--- src/core/sem_host_pkg.sv ---
// constants for the semaphore port host controller
package sem_host_pkg;
   localparam int FLAG_COUNT = 8;
   localparam int IDX_W = 3;
   localparam int DATA_W = 18;
   localparam int ADDR_W = 19;
   // pin timing: least cycle figures of the far device, in ns
   localparam int CLK_PERIOD_NS = 10;
   localparam int SETUP_NS = 20;
   localparam int STROBE_NS = 30;
   localparam int RECOVER_NS = 20;
   localparam logic [3:0] SETUP_CYC = 4'((SETUP_NS + CLK_PERIOD_NS - 1) / CLK_PERIOD_NS);
   localparam logic [3:0] STROBE_CYC = 4'((STROBE_NS + CLK_PERIOD_NS - 1) / CLK_PERIOD_NS);
   localparam logic [3:0] RECOVER_CYC = 4'((RECOVER_NS + CLK_PERIOD_NS - 1) / CLK_PERIOD_NS);
   // command codes on the user port
   localparam logic [1:0] CMD_READ = 2'h0;
   localparam logic [1:0] CMD_CLAIM = 2'h1;
   localparam logic [1:0] CMD_RELEASE = 2'h2;
   localparam logic [1:0] CMD_INIT = 2'h3;
   typedef enum logic [2:0] {
      ST_IDLE = 3'b000,
      ST_SETUP = 3'b001,
      ST_STROBE = 3'b010,
      ST_RECOVER = 3'b011,
      ST_DONE = 3'b100
   } state_t;
endpackage

--- src/core/sem_host.sv ---
// host controller driving one port of a dual-port semaphore flag space
// ------------------------------------------------------------
// Functional notes
// eight flags selected by flag space select low
// only three low address lines pick flag
// write value only on lsb data line
// zero to free flag: owner reads zero
// only the owning side changes the flag
// owner writing one frees flag unless pending
// losing zero waits in request latch
// read returns flag on every data bit
// read needs select, byte enable, output enable
// read value held for whole read
// claim is write zero then read back
// failed claim: keep reading or write one
// first zero latch owns the flag
// ownership passes on release if pending
// simultaneous requests give one winner
// software writes one everywhere at start
// flags active low: zero claims, one releases
// flags never gate array accesses
// flags may power up undefined
// ------------------------------------------------------------
`timescale 1ns/1ns
`default_nettype none
module sem_host (
   input wire logic CLK,
   input wire logic RSTN,
   input wire logic CE,
   // user command port
   input wire logic CMD_VALID,
   input wire logic [1:0] CMD_OP,
   input wire logic [2:0] CMD_FLAG,
   output logic CMD_READY,
   output logic RSP_VALID,
   output logic RSP_GRANTED,
   output logic RSP_FLAG_HIGH,
   // pins toward the dual-port device
   output logic FLAG_SPACE_SELECT_N,
   output logic CHIP_ENABLE_LOW_ACTIVE_N,
   output logic CHIP_ENABLE_HIGH_ACTIVE,
   output logic WRITE_N,
   output logic OUTPUT_ENABLE_N,
   output logic [1:0] BYTE_LANE_ENABLE_N,
   output logic [sem_host_pkg::ADDR_W-1:0] ADDR,
   output logic [sem_host_pkg::DATA_W-1:0] DATA_OUT,
   output logic DATA_OE,
   input wire logic [sem_host_pkg::DATA_W-1:0] DATA_IN
);
   // ------------------------------------------------------------
   // pin input synchroniser
   // ------------------------------------------------------------
   logic [sem_host_pkg::DATA_W-1:0] din_s1_r, din_s2_r;
   always_ff @(posedge CLK or negedge RSTN) begin
      if (!RSTN) begin
         din_s1_r <= '0;
         din_s2_r <= '0;
      end else if (CE) begin
         din_s1_r <= DATA_IN;
         din_s2_r <= din_s1_r;
      end
   end

   // ------------------------------------------------------------
   // access sequencer
   // ------------------------------------------------------------
   sem_host_pkg::state_t state_r, state_nxt;
   logic [3:0] cnt_r, cnt_nxt;
   logic [1:0] op_r, op_nxt;
   logic [2:0] flag_r, flag_nxt;
   logic write_phase_r, write_phase_nxt;
   logic [2:0] init_left_r, init_left_nxt;
   logic sel_n_r, sel_n_nxt, we_n_r, we_n_nxt, oe_n_r, oe_n_nxt, doe_r, doe_nxt;
   logic wval_r, wval_nxt;
   logic rsp_v_r, rsp_v_nxt, rsp_g_r, rsp_g_nxt, rsp_h_r, rsp_h_nxt;

   // all-ones reads mean one, all-zero reads zero; mixed is treated as one
   function automatic logic flag_is_zero(input logic [sem_host_pkg::DATA_W-1:0] d);
      flag_is_zero = (d == '0);
   endfunction

   always_comb begin
      state_nxt = state_r;
      cnt_nxt = cnt_r;
      op_nxt = op_r;
      flag_nxt = flag_r;
      write_phase_nxt = write_phase_r;
      init_left_nxt = init_left_r;
      sel_n_nxt = sel_n_r;
      we_n_nxt = we_n_r;
      oe_n_nxt = oe_n_r;
      doe_nxt = doe_r;
      wval_nxt = wval_r;
      rsp_v_nxt = 1'b0;
      rsp_g_nxt = rsp_g_r;
      rsp_h_nxt = rsp_h_r;
      case (state_r)
         sem_host_pkg::ST_IDLE: begin
            if (CMD_VALID) begin
               op_nxt = CMD_OP;
               flag_nxt = CMD_FLAG;
               init_left_nxt = 3'h7;
               // claim writes first, then reads back; never read-then-write
               write_phase_nxt = (CMD_OP != sem_host_pkg::CMD_READ);
               // release and init write one; a failed claim is withdrawn this way
               wval_nxt = (CMD_OP != sem_host_pkg::CMD_CLAIM);
               state_nxt = sem_host_pkg::ST_SETUP;
               cnt_nxt = sem_host_pkg::SETUP_CYC;
               sel_n_nxt = 1'b0;
               we_n_nxt = 1'b1;
               oe_n_nxt = 1'b1;
               doe_nxt = (CMD_OP != sem_host_pkg::CMD_READ);
            end
         end
         sem_host_pkg::ST_SETUP: begin
            cnt_nxt = cnt_r - 4'h1;
            if (cnt_r == 4'h1) begin
               state_nxt = sem_host_pkg::ST_STROBE;
               cnt_nxt = sem_host_pkg::STROBE_CYC;
               we_n_nxt = !write_phase_r;
               // select, byte enables and output enable all active to read
               oe_n_nxt = write_phase_r;
            end
         end
         sem_host_pkg::ST_STROBE: begin
            cnt_nxt = cnt_r - 4'h1;
            if (cnt_r == 4'h1) begin
               // device holds its captured value while oe stays low
               if (!write_phase_r) begin
                  rsp_h_nxt = !flag_is_zero(din_s2_r);
                  rsp_g_nxt = flag_is_zero(din_s2_r);
               end
               we_n_nxt = 1'b1;
               oe_n_nxt = 1'b1;
               state_nxt = sem_host_pkg::ST_RECOVER;
               cnt_nxt = sem_host_pkg::RECOVER_CYC;
            end
         end
         sem_host_pkg::ST_RECOVER: begin
            cnt_nxt = cnt_r - 4'h1;
            doe_nxt = 1'b0;
            // select lifts a cycle after the strobes, so a write closes on its strobe edge
            if (cnt_r == sem_host_pkg::RECOVER_CYC) begin
               sel_n_nxt = 1'b1;
            end
            if (cnt_r == 4'h1) begin
               state_nxt = sem_host_pkg::ST_DONE;
               if (op_r == sem_host_pkg::CMD_CLAIM && write_phase_r) begin
                  write_phase_nxt = 1'b0; // verify the claim by reading back
                  state_nxt = sem_host_pkg::ST_SETUP;
                  cnt_nxt = sem_host_pkg::SETUP_CYC;
                  sel_n_nxt = 1'b0;
               end else if (op_r == sem_host_pkg::CMD_INIT && init_left_r != 3'h0) begin
                  // init writes one to all eight flags
                  init_left_nxt = init_left_r - 3'h1;
                  flag_nxt = flag_r + 3'h1;
                  state_nxt = sem_host_pkg::ST_SETUP;
                  cnt_nxt = sem_host_pkg::SETUP_CYC;
                  sel_n_nxt = 1'b0;
                  doe_nxt = 1'b1;
               end
            end
         end
         sem_host_pkg::ST_DONE: begin
            rsp_v_nxt = 1'b1;
            if (op_r != sem_host_pkg::CMD_READ && op_r != sem_host_pkg::CMD_CLAIM) begin
               rsp_g_nxt = 1'b0;
               rsp_h_nxt = 1'b1;
            end
            state_nxt = sem_host_pkg::ST_IDLE;
         end
         default: begin
            state_nxt = sem_host_pkg::ST_IDLE;
         end
      endcase
   end

   always_ff @(posedge CLK or negedge RSTN) begin
      if (!RSTN) begin
         state_r <= sem_host_pkg::ST_IDLE;
         cnt_r <= 4'h0;
         op_r <= 2'h0;
         flag_r <= 3'h0;
         write_phase_r <= 1'b0;
         init_left_r <= 3'h0;
         sel_n_r <= 1'b1;
         we_n_r <= 1'b1;
         oe_n_r <= 1'b1;
         doe_r <= 1'b0;
         wval_r <= 1'b1;
         rsp_v_r <= 1'b0;
         rsp_g_r <= 1'b0;
         rsp_h_r <= 1'b1;
      end else if (CE) begin
         state_r <= state_nxt;
         cnt_r <= cnt_nxt;
         op_r <= op_nxt;
         flag_r <= flag_nxt;
         write_phase_r <= write_phase_nxt;
         init_left_r <= init_left_nxt;
         sel_n_r <= sel_n_nxt;
         we_n_r <= we_n_nxt;
         oe_n_r <= oe_n_nxt;
         doe_r <= doe_nxt;
         wval_r <= wval_nxt;
         rsp_v_r <= rsp_v_nxt;
         rsp_g_r <= rsp_g_nxt;
         rsp_h_r <= rsp_h_nxt;
      end
   end

   // ------------------------------------------------------------
   // outputs, all from flops except the tied-off array chip enables
   // ------------------------------------------------------------
   // ready is registered: a flop loaded from the idle decode of state_nxt
   logic ready_r;
   always_ff @(posedge CLK or negedge RSTN) begin
      if (!RSTN) begin
         ready_r <= 1'b0;
      end else if (CE) begin
         ready_r <= (state_nxt == sem_host_pkg::ST_IDLE) && !(state_r == sem_host_pkg::ST_IDLE && CMD_VALID);
      end
   end

   assign CMD_READY = ready_r;
   assign RSP_VALID = rsp_v_r;
   assign RSP_GRANTED = rsp_g_r;
   assign RSP_FLAG_HIGH = rsp_h_r;
   assign FLAG_SPACE_SELECT_N = sel_n_r;
   // array chip enables stay off; flags never touch the array
   assign CHIP_ENABLE_LOW_ACTIVE_N = 1'b1;
   assign CHIP_ENABLE_HIGH_ACTIVE = 1'b0;
   assign WRITE_N = we_n_r;
   assign OUTPUT_ENABLE_N = oe_n_r;
   assign BYTE_LANE_ENABLE_N = {sel_n_r, sel_n_r};
   assign ADDR = {{(sem_host_pkg::ADDR_W-3){1'b0}}, flag_r};
   // only bit 0 matters on a write; others copy it for clean lines
   assign DATA_OUT = {sem_host_pkg::DATA_W{wval_r}};
   assign DATA_OE = doe_r;
endmodule
`default_nettype wire

--- config.mk ---
export PLATFORM = sky130hd
export DESIGN_NAME = sem_host
export DESIGN_NICKNAME = d
export VERILOG_FILES = /design/src/core/sem_host_pkg.sv /design/src/core/sem_host.sv
export SDC_FILE = /design/constraint.sdc
export NUM_CORES = 1
export LEC_CHECK = 0
export BUFFER_PORTS_ARGS = -buffer_cell sky130_fd_sc_hd__buf_2
export CAP_MARGIN = 5
export CORE_ASPECT_RATIO = 1.75
export CORE_MARGIN = 2
export CORE_UTILIZATION = 48
export CTS_CLUSTER_DIAMETER = 30
export DETAILED_ROUTE_END_ITERATION = 12
export MAX_ROUTING_LAYER = met4
export PLACE_DENSITY = 0.84
export SYNTH_ARGS = -nofsm -noshare
export SYNTH_HDL_FRONTEND = slang
export SYNTH_SLANG_ARGS = --single-unit
--- constraint.sdc ---
create_clock -name CLK -period 1.91 [get_ports CLK]
set_input_delay 0.2865 -clock CLK [delete_from_list [all_inputs] [get_ports CLK]]
set_output_delay 0.2865 -clock CLK [all_outputs]
set_load 0.05 [all_outputs]
Word-level counts from Yosys, hierarchy flattened. Index checks and enable logic that the tools add are counted.

Add/subtract/negate cells: 3. Equality and inequality tests: 19. Muxes and demuxes: 53. Reduce and logical (&&, ||, !) cells: 25.

Operator list (count): two-way mux 3 bit (14); two-way mux 4 bit (6); two-way mux 1 bit (22); logical NOT 18 bit (1); != test 2 bit, second input constant (9); one-hot mux 4 bit (4 select lines) (1); AND reduction 5 bit (3); one-hot mux 3 bit (2 select lines) (2); one-hot mux 3 bit (4 select lines) (1); one-hot mux 1 bit (2 select lines) (5); AND reduction 3 bit (3); nonzero test 2 bit (4); == test 3 x 2 -> 1 bit, second input constant (2); logical NOT 3 bit (2); one-hot mux 1 bit (3 select lines) (2); AND reduction 6 bit (1); nonzero test 3 bit (2); logical AND 1 bit (5); == test 4 x 1 -> 1 bit, second input constant (1); == test 4 x 2 -> 1 bit, second input constant (1); != test 2 x 1 -> 1 bit, second input constant (2); nonzero test 4 bit (1); subtractor 4 x 1 -> 4 bit, second input constant (1); adder 3 x 1 -> 3 bit, second input constant (1); 6 further kinds (8).

Register bits after elaboration: 61. Input port bits: 27. Output and inout port bits: 49. Word-level logic and storage cells: 117.

Depth between registers and ports, before layout. Gate-level depths: netlist (run 1).

Word-level depth: 8. Depth in mapped cells: 9. Mapped depth without buffers: 8.

Least setup slack after synthesis (run 1). No wires, ideal clock.

Kind: reg2reg. From: register init_left_r[0]. To: register state_r[0]. Library setup time: 116 ps. Arrival time: 1907 ps. Data required time: 1794 ps. Path slack: -113 ps. Cell stages (with the launch flop): 9. Path buffers: 0. Period minus slack after synthesis: 2023 ps. Path through: dfrtp_1 > inv_1 > ha_1 > ha_1 > or2b_2 > a21oi_1 > a21oi_1 > or3b_2 > o311ai_0.

Cells in the longest elaborated chain, start to end: 6.

RTL lines: from (decl) (RTL line sem_host.sv:72) `logic [2:0] init_left_r, init_left_nxt;`; from (signal assigned) (RTL line sem_host.sv:200) `init_left_r <= init_left_nxt;`; nonzero test 3 bit (RTL line sem_host.sv:153) `end else if (op_r == sem_host_pkg::CMD_INIT && init_left_r != 3'h0) begin`; logical AND 1 bit (RTL line sem_host.sv:153); two-way mux 3 bit (RTL line sem_host.sv:153); two-way mux 3 bit (RTL line sem_host.sv:148) `if (op_r == sem_host_pkg::CMD_CLAIM && write_phase_r) begin`; two-way mux 3 bit (RTL line sem_host.sv:146) `if (cnt_r == 4'h1) begin`; one-hot mux 3 bit (4 select lines) (RTL line sem_host.sv:97) `case (state_r)`; to (signal assigned) (RTL line sem_host.sv:180) `state_r <= sem_host_pkg::ST_IDLE;`; to (signal assigned) (RTL line sem_host.sv:195) `state_r <= state_nxt;`; to (decl) (RTL line sem_host.sv:67) `sem_host_pkg::state_t state_r, state_nxt;`.

No other way between the ends. A chain may end at the register's enable or synchronous reset.

Final worst setup path (run 1).
From: register init_left_r[1]. To: register flag_r[0].

Cells in the longest elaborated chain, start to end: 4.

RTL lines: nonzero test 3 bit (RTL line sem_host.sv:153); logical AND 1 bit (RTL line sem_host.sv:153); != test 2 bit (no source line); AND reduction 6 bit (no source line); to (signal assigned) (RTL line sem_host.sv:198) `flag_r <= flag_nxt;`; to (decl) (RTL line sem_host.sv:70) `logic [2:0] flag_r, flag_nxt;`.

No other way between the ends.

==> results of run 1 <==
## registers in the layout, summed over array words and instances (netlist names)
| register | count |
|---|---|
| din_s1_r | 18 |
| din_s2_r | 18 |
| cnt_r | 4 |
| flag_r | 3 |
| init_left_r | 3 |
| state_r | 3 |
| op_r | 2 |
| CMD_READY | 1 |
| DATA_OE | 1 |
| FLAG_SPACE_SELECT_N | 1 |
| OUTPUT_ENABLE_N | 1 |
| RSP_FLAG_HIGH | 1 |
| RSP_GRANTED | 1 |
| RSP_VALID | 1 |
| WRITE_N | 1 |
| write_phase_r | 1 |
| wval_r | 1 |
## metal layers
layer / share of wire [%] / track usage (%) / routed length (microns) / vias up
li1: - / - / - / 1021
met1: 39 / 20.2 / 2300 / 1049
met2: 54 / 31.1 / 3200 / 85
met3: 5.6 / 4.58 / 328 / 6
met4: 1.1 / 5.96 / 65 / 0
met5: 0 / - / 0 / -
## kinds of logic after synthesis
group,synth area share [%]
muxes,14.1
buffers and inverters,13.2
DFF,49.2
AOI/OAI and AO/OA,9.64
adders and majority gates,2.41
other,0.241
and+or+nand+nor,11.2
## what timing repair did
item	4_1_cts	5_1_grt
pin swaps	2	3
buffers inserted	0	1
setup endpoints to repair	8	7
gates resized for setup	3	11
hold endpoints to repair	56	0
hold buffers	1	0
## worst min path at each step
stage | to | slack (ns)
final | wval_r$_DFFE_PN1P_ | 0.14
after global routing | wval_r$_DFFE_PN1P_ | 0.13
after CTS | wval_r$_DFFE_PN1P_ | 0.13
after detailed placement | din_s2_r[13]$_DFFE_PN0P_ | 0.33
after global placement | din_s1_r[13]$_DFFE_PN0P_ | 0.31
after floorplan | CMD_READY$_DFFE_PN0P_ | -0.009
## area by class of cell
type                       count  share of cell area, %
clock buffer                  12                   4.02
tap                           80                   2.77
timing repair buffer          79                   12.9
multi-input combinational    169                   35.4
sequential                    61                   42.4
inverter                      11                   1.14
clock inverter                 4                   1.32
## layout by cell type (no fill, tap or decap), types with 3 or more instances in the layout
cell / count
buf_2: 57
dfrtp_1: 56
mux2_2: 39
buf_4: 20
conb_1: 18
o21ai_0: 16
nor2_1: 13
inv_1: 10
clkbuf_8: 10
nand2_1: 8
a31oi_1: 8
a21oi_1: 7
nor3_1: 7
dfstp_2: 5
nand2b_1: 4
nor3b_1: 3
nand3_1: 3
ha_1: 3
ha_2: 3
## power by group through the flow
stage / combinational, mW / sequential, mW / clock, mW
finish: 2.99 / 1.93 / 1.13
global route: 3.19 / 1.97 / 1.20
CTS: 2.91 / 1.92 / 1.14
detailed placement: 2.88 / 1.94 / 0
global placement: 2.83 / 1.92 / 0
floorplan: 2.23 / 2.15 / 0
## through the flow
stage               utilization (%)  power [mW]
floorplan                         -        4.38
CTS                            57.4        5.96
global route                   58.0        6.36
detailed placement             54.1        4.82
global placement               54.1        4.75
finish                         58.0        6.04
==> impl_summary.log, run 1 <==
INFO  metric finalWirelength = 5890 microns
INFO  metric worst_slew_margin_rel = 66.2%
INFO  metric placed_cells = 398
INFO  metric distinct_cell_type_count_of_the_synthesized_netlist = 44
INFO  metric most_common_cell_in_the_netlist = dfrtp_1
INFO  metric via_to_cell_ratio = 5.19
INFO  metric globalRouteOverflowTotal = 0
INFO  metric drc = 0
INFO  metric count_of_input_and_output_buffers = 57
INFO  metric synth_enable_flop_cells = 0
INFO  metric critical_path.endpoint = flag_r[0]$_DFFE_PN0P_
INFO  metric crit_path_max_incr_delay = 0.36 ns
INFO  metric power.share.combinational = 49.5%
INFO  metric synthesized_area_per_cell = 11.3 sq um
INFO  metric start_kind = flop
INFO  metric p_int = 3.26 mW
INFO  metric n_antenna_cell = 0
INFO  metric min_path_cells = 2
INFO  metric cts_buffers = 9
INFO  metric grt_antenna_before_repair = 0
INFO  metric yosys-top-cells-area = dfrtp_1 (45%), mux2_2 (14%), buf_4 (9.4%)
INFO  metric yosys.area.top_type = dfrtp_1
INFO  metric detail_route.iter0.violations = 67
INFO  metric preCtsSetupSlack = -0.0567 ns
INFO  metric hold_viol_final = 0
INFO  metric worst_path_cell_chain = inv_1 -> ha_2 -> ha_2 -> or2b_4 -> nor4_4 -> buf_4 -> nor2_2 -> o21ai_0 -> o21ai_1
INFO  metric detailed_place_hpwl = 4170 microns
INFO  metric worstHoldPathType = in2reg
INFO  metric grt_first_pass_wirelength = 9840 microns
INFO  metric crit_required = 2.13 ns
INFO  metric launch_point_of_the_critical_path = init_left_r[1]$_DFFE_PN0P_
INFO  metric final_layout_size_suffix_gt1_share = 47.0%
INFO  metric cap_violations = 0
INFO  metric synth.cells.most_frequent = dfrtp_1 (56), buf_4 (39), mux2_2 (39)
INFO  metric proportion_of_synthesized_chip_area_in_sequential_cells = 49.2%
INFO  metric place.gp.congestion = 0.907
INFO  metric worstSkewPairLatency = 0.33 ns
INFO  metric antenna_violating_nets_post_route = 0
INFO  metric final_critical_path_setup_slack = 0.0569 ns
INFO  metric multi_input_gate_area_in_the_final_layout = 1280 sq um
INFO  metric core_area = 6230 sq um
INFO  metric max-clock-path-buffers = 2
INFO  metric cp_slowest_cell = dfrtp_1
INFO  metric dominantRegCellSynth = dfrtp_1
INFO  metric fillCellCount = 512
INFO  metric seqCellArea = 1530 sq um
INFO  metric cts.root.buffer_cell = clkbuf_8
INFO  metric asyncSetResetFlopFracSynth = 100%
INFO  metric areaGrowthSynthToFinish = 15.9%
INFO  metric fp.dieW = 64.9 microns
INFO  metric portion_of_the_clock_cycle_consumed_by_the_worst_path_in_the_final_layout = 97.0%
INFO  metric run_status = complete, no violations
INFO  metric finalSetupViolCount = 0
INFO  metric firstDrtPassIters = 4
INFO  metric yosysWarnings = 0
INFO  metric max_frequency = 540 MHz
INFO  metric cts.sink_count = 61
INFO  metric min_from = CMD_OP[0]
INFO  metric cts.clk_slew.worst_paths = 0.07 ns
INFO  metric p_sw = 2.78 mW
INFO  metric cellPowerDensity = 1670 nW/um^2
INFO  metric clock_power_share = 18.6%
INFO  metric worst-r2r-setup-slack = 0.06 ns
INFO  metric worstMarginPinSlew = 0.507 ns
INFO  metric critical_path.reg2reg.startpoint = init_left_r[1]$_DFFE_PN0P_
INFO  metric power.static_leakage = 1.68 nW
INFO  metric worst_setup_path_end_kind = flop
INFO  metric pwr-share-seq = 31.9%
INFO  metric crit_path_max_fanout = 3
INFO  metric mappedNetlistArea = 3120 sq um
INFO  metric rsz_0062_raised_after_global_routing = true
INFO  metric timing.reg2reg.worst_path_depth = 9
INFO  metric stdcell_area = 3610 sq um
INFO  metric final_cell_count_no_fill = 416
INFO  metric final.min_clock_period = 1.85 ns
INFO  metric finClkSkew = 0.0125 ns
INFO  metric fp-row-count = 38
INFO  metric place_area = 3370 sq um
INFO  metric start_util = 50.0%
INFO  metric drv_slew = 0
INFO  metric die_y = 111 microns
INFO  metric critical_path.reg2reg.endpoint = flag_r[0]$_DFFE_PN0P_
INFO  metric grt_start_max_net_pins = 62
INFO  metric routedWlPerCell = 14.2 microns
INFO  metric crit_arrival = 2.07 ns
INFO  metric fin_nets = 364
INFO  metric irDropWorstVdd = 1.00 mV
INFO  metric detailroute.via_count = 2161
INFO  metric postSynthCellCount = 275
INFO  metric cp_common_cell = ha_2
INFO  metric cts_tree = done
INFO  metric clock_tree.htree_level_count = 3
INFO  metric die_area = 7180 sq um
INFO  metric critPathTopFamily = simple AND/OR/NAND/NOR gates
INFO  metric ff_latch_count_synth = 61
INFO  metric fin_hold_ws = 0.142 ns
INFO  metric setup_tns = 0 ns
INFO  metric path_buf_inv = 2
INFO  metric power_switching_share = 46.1%
INFO  metric io-pin-count = 76
INFO  metric first_global_vias = 2129
INFO  metric worst-path-stages = 9
INFO  metric grt_use_total = 18.2%
INFO  metric post-synth-top-area-fraction = 45.0%
INFO  metric timing_worst_setup_path_type = reg2reg
Note: power is estimated with default switching activity, not from simulation.
==> inputs of run 2 (changes only) <==
- CORE_UTILIZATION: 48 -> 57
- PLACE_DENSITY: 0.84 -> 0.92
- clock period: 1.91 -> 2.3 ns (I/O delays scaled with it)
==> run 2 against run 1 <==
First-iteration DRC count is 52% lower; power shrank 21%; fmax decreased by 13%; critical path depth down 1; clock skew shrank 0.0042 ns; worst setup slack improved by 0.11 ns; final area shrank 5.5%; die area decreased by 15%; sequential power down 16%; clock power is 19% lower; core utilization rose by 7.0 points.
==> impl_summary.log, run 2 (synthesis gave the netlist of run 1 again) <==
INFO  metric crit_path_max_fanout = 4 (was 3)
INFO  metric irDropWorstVdd = 0.717 mV (was 1.00 mV)
INFO  metric power_switching_share = 46.8% (was 46.1%)
INFO  metric place.gp.congestion = 0.875 (was 0.907)
INFO  metric reg_top3 = din_s1_r: 18 flops, din_s2_r: 18 flops, cnt_r: 4 flops (unchanged)
INFO  metric first_global_vias = 2071 (was 2129)
INFO  metric setup_tns = 0 ns (unchanged)
INFO  metric rsz_0062_raised_after_global_routing = false (was true)
INFO  metric cts.root.buffer_cell = clkbuf_8 (unchanged)
INFO  metric core_area = 5260 sq um (was 6230 sq um)
INFO  metric grt_start_max_net_pins = 62 (unchanged)
INFO  metric cts-resized-gates = 0 (was 3)
INFO  metric clock_power_share = 19.3% (was 18.6%)
INFO  metric layout.cells.most_common = buf_2 (unchanged)
INFO  metric p_sw = 2.22 mW (was 2.78 mW)
INFO  metric clock_tree.htree_level_count = 3 (unchanged)
INFO  metric power.static_leakage = 1.61 nW (was 1.68 nW)
INFO  metric run_status = complete, no violations (unchanged)
INFO  metric design_power_total = 4.75 mW (was 6.04 mW)
INFO  metric die_y = 102 microns (was 111 microns)
INFO  metric n_antenna_cell = 0 (unchanged)
INFO  metric max_frequency = 468 MHz (was 540 MHz)
INFO  metric critical_path.reg2reg.endpoint = state_r[0]$_DFFE_PN0P_ (was flag_r[0]$_DFFE_PN0P_)
INFO  metric fp.dieW = 59.9 microns (was 64.9 microns)
INFO  metric cts_setup_buffers = 0 (unchanged)
INFO  metric layout_common_cells = buf_2 (57), dfrtp_1 (56), mux2_2 (39) (unchanged)
INFO  metric start_util = 59.3% (was 50.0%)
INFO  metric finalCoreUtilization = 65.0% (was 58.0%)
INFO  metric max-clock-path-buffers = 2 (unchanged)
INFO  metric cap_violations = 0 (unchanged)
INFO  metric areaGrowthSynthToFinish = 9.51% (was 15.9%)
INFO  metric antenna_violating_nets_post_route = 0 (unchanged)
INFO  metric detail_route.iter0.violations = 32 (was 67)
INFO  metric finalSetupViolCount = 0 (unchanged)
INFO  metric worstHoldPathType = in2async (was in2reg)
INFO  metric critical_path.reg2reg.startpoint = init_left_r[0]$_DFFE_PN0P_ (was init_left_r[1]$_DFFE_PN0P_)
INFO  metric cellPowerDensity = 1390 nW/um^2 (was 1670 nW/um^2)
INFO  metric worstMarginPinSlew = 0.735 ns (was 0.507 ns)
INFO  metric cts.clk_slew.worst_paths = 0.07 ns (about the same)
INFO  metric cts.sink_count = 61 (unchanged)
INFO  metric portion_of_the_clock_cycle_consumed_by_the_worst_path_in_the_final_layout = 92.9% (was 97.0%)
INFO  metric cts_tree = done (unchanged)
INFO  metric count_of_input_and_output_buffers = 57 (unchanged)
INFO  metric final.min_clock_period = 2.14 ns (was 1.85 ns)
INFO  metric hold_viol_final = 0 (unchanged)
INFO  metric finalWirelength = 5490 microns (was 5890 microns)
INFO  metric detailed_place_hpwl = 4020 microns (was 4170 microns)
INFO  metric power.share.combinational = 46.4% (was 49.5%)
INFO  metric grt_antenna_before_repair = 0 (unchanged)
INFO  metric timing.reg2reg.worst_path_depth = 8 (was 9)
INFO  metric final_layout_size_suffix_gt1_share = 41.6% (was 47.0%)
INFO  metric worst_slew_margin_rel = 51.0% (was 66.2%)
INFO  metric drc = 0 (unchanged)
INFO  metric firstDrtPassIters = 4 (unchanged)
INFO  metric grt_first_pass_wirelength = 9070 microns (was 9840 microns)
INFO  metric routedWlPerCell = 14.6 microns (was 14.2 microns)
INFO  metric timing_worst_setup_path_type = reg2reg (unchanged)
INFO  metric worst_setup_path_end_kind = flop (unchanged)
INFO  metric worstSkewPairLatency = 0.33 ns (about the same)
INFO  metric detailroute.via_count = 2141 (was 2161)
INFO  metric seqCellArea = 1530 sq um (unchanged)
INFO  metric crit_arrival = 2.35 ns (was 2.07 ns)
INFO  metric worst-r2r-setup-slack = 0.16 ns (was 0.06 ns)
INFO  metric grt_use_total = 20.4% (was 18.2%)
INFO  metric p_int = 2.52 mW (was 3.26 mW)
INFO  metric pwr-share-seq = 34.2% (was 31.9%)
INFO  metric fillCellCount = 397 (was 512)
INFO  metric fp-row-count = 35 (was 38)
INFO  metric start_kind = flop (unchanged)
INFO  metric multi_input_gate_area_in_the_final_layout = 1230 sq um (was 1280 sq um)
INFO  metric finClkSkew = 0.00827 ns (was 0.0125 ns)
INFO  metric fin_nets = 350 (was 364)
INFO  metric via_to_cell_ratio = 5.68 (was 5.19)
INFO  metric globalRouteOverflowTotal = 0 (unchanged)
INFO  metric postCtsHoldBufs = 0 (was 1)
INFO  metric drv_slew = 0 (unchanged)
INFO  metric cts_buffers = 9 (unchanged)
INFO  metric io-pin-count = 76 (unchanged)
INFO  metric die_area = 6100 sq um (was 7180 sq um)
INFO  metric crit_required = 2.51 ns (was 2.13 ns)
run 2: changes by cell type in the layout (fill, tap and decap cells not counted), moves of 2 or more:
cell,change
ha_1,+3
buf_4,-12
or3b_4,-2
ha_2,-3
run 2: layout make-up:
class | instances | area share, %
multi-input cells | 169 | 36.1
clock inverters | 4 | 1.39
clock buffers | 12 | 4.25
well taps | 55 | 2.02
repair buffers | 65 | 10.1
flip-flops and latches | 61 | 44.9
inverters | 11 | 1.21
run 2: metrics by stage:
stage / std cells / setup WS (ns) / hold WS [ns] / area (sq um)
4_1_cts: 377 / 0.128 / 0.180 / 3410
3_3_place_gp: 361 / 0.232 / 0.465 / 3220
2_1_floorplan: 291 / 0.277 / 0.0494 / 3180
6_report: 377 / 0.163 / 0.157 / 3410
3_5_place_dp: 361 / 0.163 / 0.473 / 3220
5_1_grt: 377 / 0.0378 / 0.204 / 3410
run 2: power groups by stage:
stage	Clock [mW]	Combinational (mW)	Sequential (mW)
after floorplan	0	1.82	1.78
after global placement	0	2.15	1.61
after detailed placement	0	2.20	1.64
after CTS	0.942	2.21	1.63
after global routing	0.985	2.37	1.67
final	0.917	2.20	1.63
run 2: how the worst max path moves through the flow:
stage | startpoint | endpoint | slack (ns)
after detailed placement | cnt_r[1]$_DFFE_PN0P_ | init_left_r[1]$_DFFE_PN0P_ | 0.16
after CTS | cnt_r[1]$_DFFE_PN0P_ | init_left_r[1]$_DFFE_PN0P_ | 0.13
after global placement | init_left_r[0]$_DFFE_PN0P_ | state_r[0]$_DFFE_PN0P_ | 0.23
after floorplan | init_left_r[0]$_DFFE_PN0P_ | state_r[0]$_DFFE_PN0P_ | 0.28
after global routing | cnt_r[1]$_DFFE_PN0P_ | init_left_r[1]$_DFFE_PN0P_ | 0.04
final | init_left_r[0]$_DFFE_PN0P_ | state_r[0]$_DFFE_PN0P_ | 0.16
run 2: worst max-delay path: stages (launching register included):
cell	delay, ns
dfrtp_1	0.38
inv_1	0.06
ha_1	0.19
ha_1	0.17
or2b_2	0.32
a21oi_1	0.26
a21oi_1	0.10
or3b_2	0.43
o311ai_0	0.11
run 2: layer usage:
metal  up-vias  routed length, microns  track usage (%)
met5         -                       0                -
met4         0                     174             10.1
met3        21                     359             4.68
met2        95                    2930             34.4
met1      1034                    2030             21.9
li1        991                       -                -
==> inputs of run 3 (changes only) <==
- MAX_ROUTING_LAYER: met4 -> default
==> run 3 against run 2 <==
Worst hold slack about the same; die area unchanged; combinational power about the same; routed wire length up 0.82%; sequential power about the same; largest power group unchanged; highest routed layer unchanged.
==> impl_summary.log, run 3 (synthesis gave the netlist of run 1 again) <==
INFO  metric rsz_0062_raised_after_global_routing = false (unchanged)
INFO  metric fp-row-count = 35 (unchanged)
INFO  metric finalSetupViolCount = 0 (unchanged)
INFO  metric fillCellCount = 397 (unchanged)
INFO  metric p_sw = 2.23 mW (was 2.22 mW)
INFO  metric crit_required = 2.51 ns (about the same)
INFO  metric routedWlPerCell = 14.7 microns (was 14.6 microns)
INFO  metric grt_antenna_before_repair = 0 (unchanged)
INFO  metric final.min_clock_period = 2.14 ns (about the same)
INFO  metric clock_tree.htree_level_count = 3 (unchanged)
INFO  metric layout_common_cells = buf_2 (57), dfrtp_1 (56), mux2_2 (39) (unchanged)
INFO  metric power_switching_share = 46.9% (was 46.8%)
INFO  metric grt_use_total = 19.8% (was 20.4%)
INFO  metric fin_nets = 350 (unchanged)
INFO  metric power.static_leakage = 1.61 nW (unchanged)
INFO  metric critical_path.reg2reg.startpoint = init_left_r[0]$_DFFE_PN0P_ (unchanged)
INFO  metric cap_violations = 0 (unchanged)
INFO  metric drc = 0 (unchanged)
INFO  metric areaGrowthSynthToFinish = 9.51% (unchanged)
INFO  metric drv_slew = 0 (unchanged)
INFO  metric reg_top3 = din_s1_r: 18 flops, din_s2_r: 18 flops, cnt_r: 4 flops (unchanged)
INFO  metric cellPowerDensity = 1390 nW/um^2 (about the same)
INFO  metric firstDrtPassIters = 5 (was 4)
INFO  metric cts.sink_count = 61 (unchanged)
INFO  metric crit_arrival = 2.35 ns (about the same)
INFO  metric clock_power_share = 19.4% (was 19.3%)
INFO  metric detail_route.iter0.violations = 37 (was 32)
INFO  metric crit_path_max_fanout = 4 (unchanged)
INFO  metric worst_slew_margin_rel = 51.5% (was 51.0%)
INFO  metric cts_tree = done (unchanged)
INFO  metric grt_first_pass_wirelength = 9090 microns (was 9070 microns)
INFO  metric start_kind = flop (unchanged)
INFO  metric max_frequency = 468 MHz (about the same)
INFO  metric cts_setup_buffers = 0 (unchanged)
INFO  metric worstHoldPathType = in2async (unchanged)
INFO  metric final_layout_size_suffix_gt1_share = 41.6% (unchanged)
INFO  metric final_cell_count_no_fill = 377 (unchanged)
INFO  metric globalRouteOverflowTotal = 0 (unchanged)
INFO  metric p_int = 2.52 mW (about the same)
INFO  metric worstSkewPairLatency = 0.33 ns (about the same)
INFO  metric hold_viol_final = 0 (unchanged)
INFO  metric io-pin-count = 76 (unchanged)
INFO  metric global_route.usage.met3 = 4.94% (was 4.68%)
INFO  metric launch_point_of_the_critical_path = init_left_r[0]$_DFFE_PN0P_ (unchanged)
INFO  metric antenna_violating_nets_post_route = 0 (unchanged)
INFO  metric via_to_cell_ratio = 5.74 (was 5.68)
INFO  metric routing_usage_on_met2 = 34.4% (unchanged)
INFO  metric global_route.usage.met1 = 21.7% (was 21.9%)
INFO  metric timing_worst_setup_path_type = reg2reg (unchanged)
INFO  metric place.gp.congestion = 0.861 (was 0.875)
INFO  metric cts.clk_slew.worst_paths = 0.07 ns (about the same)
INFO  metric fp.dieW = 59.9 microns (unchanged)
INFO  metric design_power_total = 4.76 mW (was 4.75 mW)
INFO  metric worstMarginPinSlew = 0.728 ns (was 0.735 ns)
INFO  metric run_status = complete, no violations (unchanged)
INFO  metric n_antenna_cell = 0 (unchanged)
INFO  metric start_util = 59.3% (unchanged)
INFO  metric count_of_input_and_output_buffers = 57 (unchanged)
INFO  metric die_area = 6100 sq um (unchanged)
INFO  metric max-clock-path-buffers = 2 (unchanged)
INFO  metric detailroute.via_count = 2165 (was 2141)
INFO  metric portion_of_the_clock_cycle_consumed_by_the_worst_path_in_the_final_layout = 93.0% (was 92.9%)
INFO  metric finalWirelength = 5540 microns (was 5490 microns)
INFO  metric die_y = 102 microns (unchanged)
INFO  metric worst_setup_path_end_kind = flop (unchanged)
INFO  metric globalRoute.busiestLayer = met2 (unchanged)
INFO  metric finClkSkew = 0.00980 ns (was 0.00827 ns)
INFO  metric power.share.combinational = 46.4% (about the same)
INFO  metric placed_cells = 361 (unchanged)
INFO  metric layout.cells.most_common = buf_2 (unchanged)
INFO  metric worst-r2r-setup-slack = 0.16 ns (about the same)
INFO  metric setup_tns = 0 ns (unchanged)
INFO  metric irDropWorstVdd = 0.718 mV (was 0.717 mV)
INFO  metric pwr-share-seq = 34.2% (about the same)
INFO  metric cts.root.buffer_cell = clkbuf_8 (unchanged)
INFO  metric cts_buffers = 9 (unchanged)
INFO  metric core_area = 5260 sq um (unchanged)
INFO  metric grt_start_max_net_pins = 62 (unchanged)
INFO  metric first_global_vias = 2076 (was 2071)
INFO  metric detailed_place_hpwl = 4020 microns (unchanged)
==> run 3: through the flow <==
step	util [%]	setup slack [ns]	hold WS [ns]	cell area (sq um)
6_report	65.0	0.162	0.157	3410
5_1_grt	65.0	0.0378	0.204	3410
4_1_cts	64.9	0.128	0.180	3410
3_5_place_dp	61.3	0.163	0.473	3220
3_3_place_gp	61.3	0.232	0.465	3220
2_1_floorplan	-	0.277	0.0494	3180
==> run 3: power groups by stage <==
stage               Sequential [mW]  Clock [mW]  Combinational, mW
floorplan                      1.78           0               1.82
global placement               1.61           0               2.15
detailed placement             1.64           0               2.20
CTS                            1.63       0.942               2.21
global route                   1.67       0.985               2.37
finish                         1.63       0.921               2.21
==> run 3: critical path, cell delays in order (launching register included) <==
cell	delay, ns
dfrtp_1	0.38
inv_1	0.06
ha_1	0.19
ha_1	0.17
or2b_2	0.32
a21oi_1	0.26
a21oi_1	0.10
or3b_2	0.43
o311ai_0	0.11
==> run 3: what timing repair did <==
| item | in CTS | in global routing |
|---|---|---|
| endpoints found under the hold margin | 0 | 0 |
| resized for setup | 0 | 1 |
| endpoints found under the setup margin | 0 | 3 |
| hold buffers | 0 | 0 |
==> run 3: cell type report <==
| cell class | instances | area [sq um] | share of cell area, % |
|---|---|---|---|
| Clock inverter | 4 | 47.5 | 1.39 |
| Timing Repair Buffer | 65 | 345 | 10.1 |
| Inverter | 11 | 41.3 | 1.21 |
| Sequential cell | 61 | 1530 | 44.9 |
| Clock buffer | 12 | 145 | 4.25 |
| Multi-Input combinational cell | 169 | 1230 | 36.1 |
| Tap cell | 55 | 68.8 | 2.02 |
==> run 3: worst paths after layout <==
kind / endpoint / depth (start not counted)
max in group asynchronous: din_s2_r[0]$_DFFE_PN0P_ / 2
setup / recovery: state_r[0]$_DFFE_PN0P_ / 8
min in group CLK: wval_r$_DFFE_PN1P_ / 2
hold reg to reg: DATA_OE$_DFFE_PN0P_ / 2
setup reg to reg: state_r[0]$_DFFE_PN0P_ / 8
hold / removal: din_s2_r[11]$_DFFE_PN0P_ / 2
==> run 3: per-layer routing <==
metal | vias up | routed length, microns
met1 | 1058 | 2050
met3 | 18 | 356
li1 | 993 | -
met2 | 96 | 2960
met4 | 0 | 168
met5 | - | 0
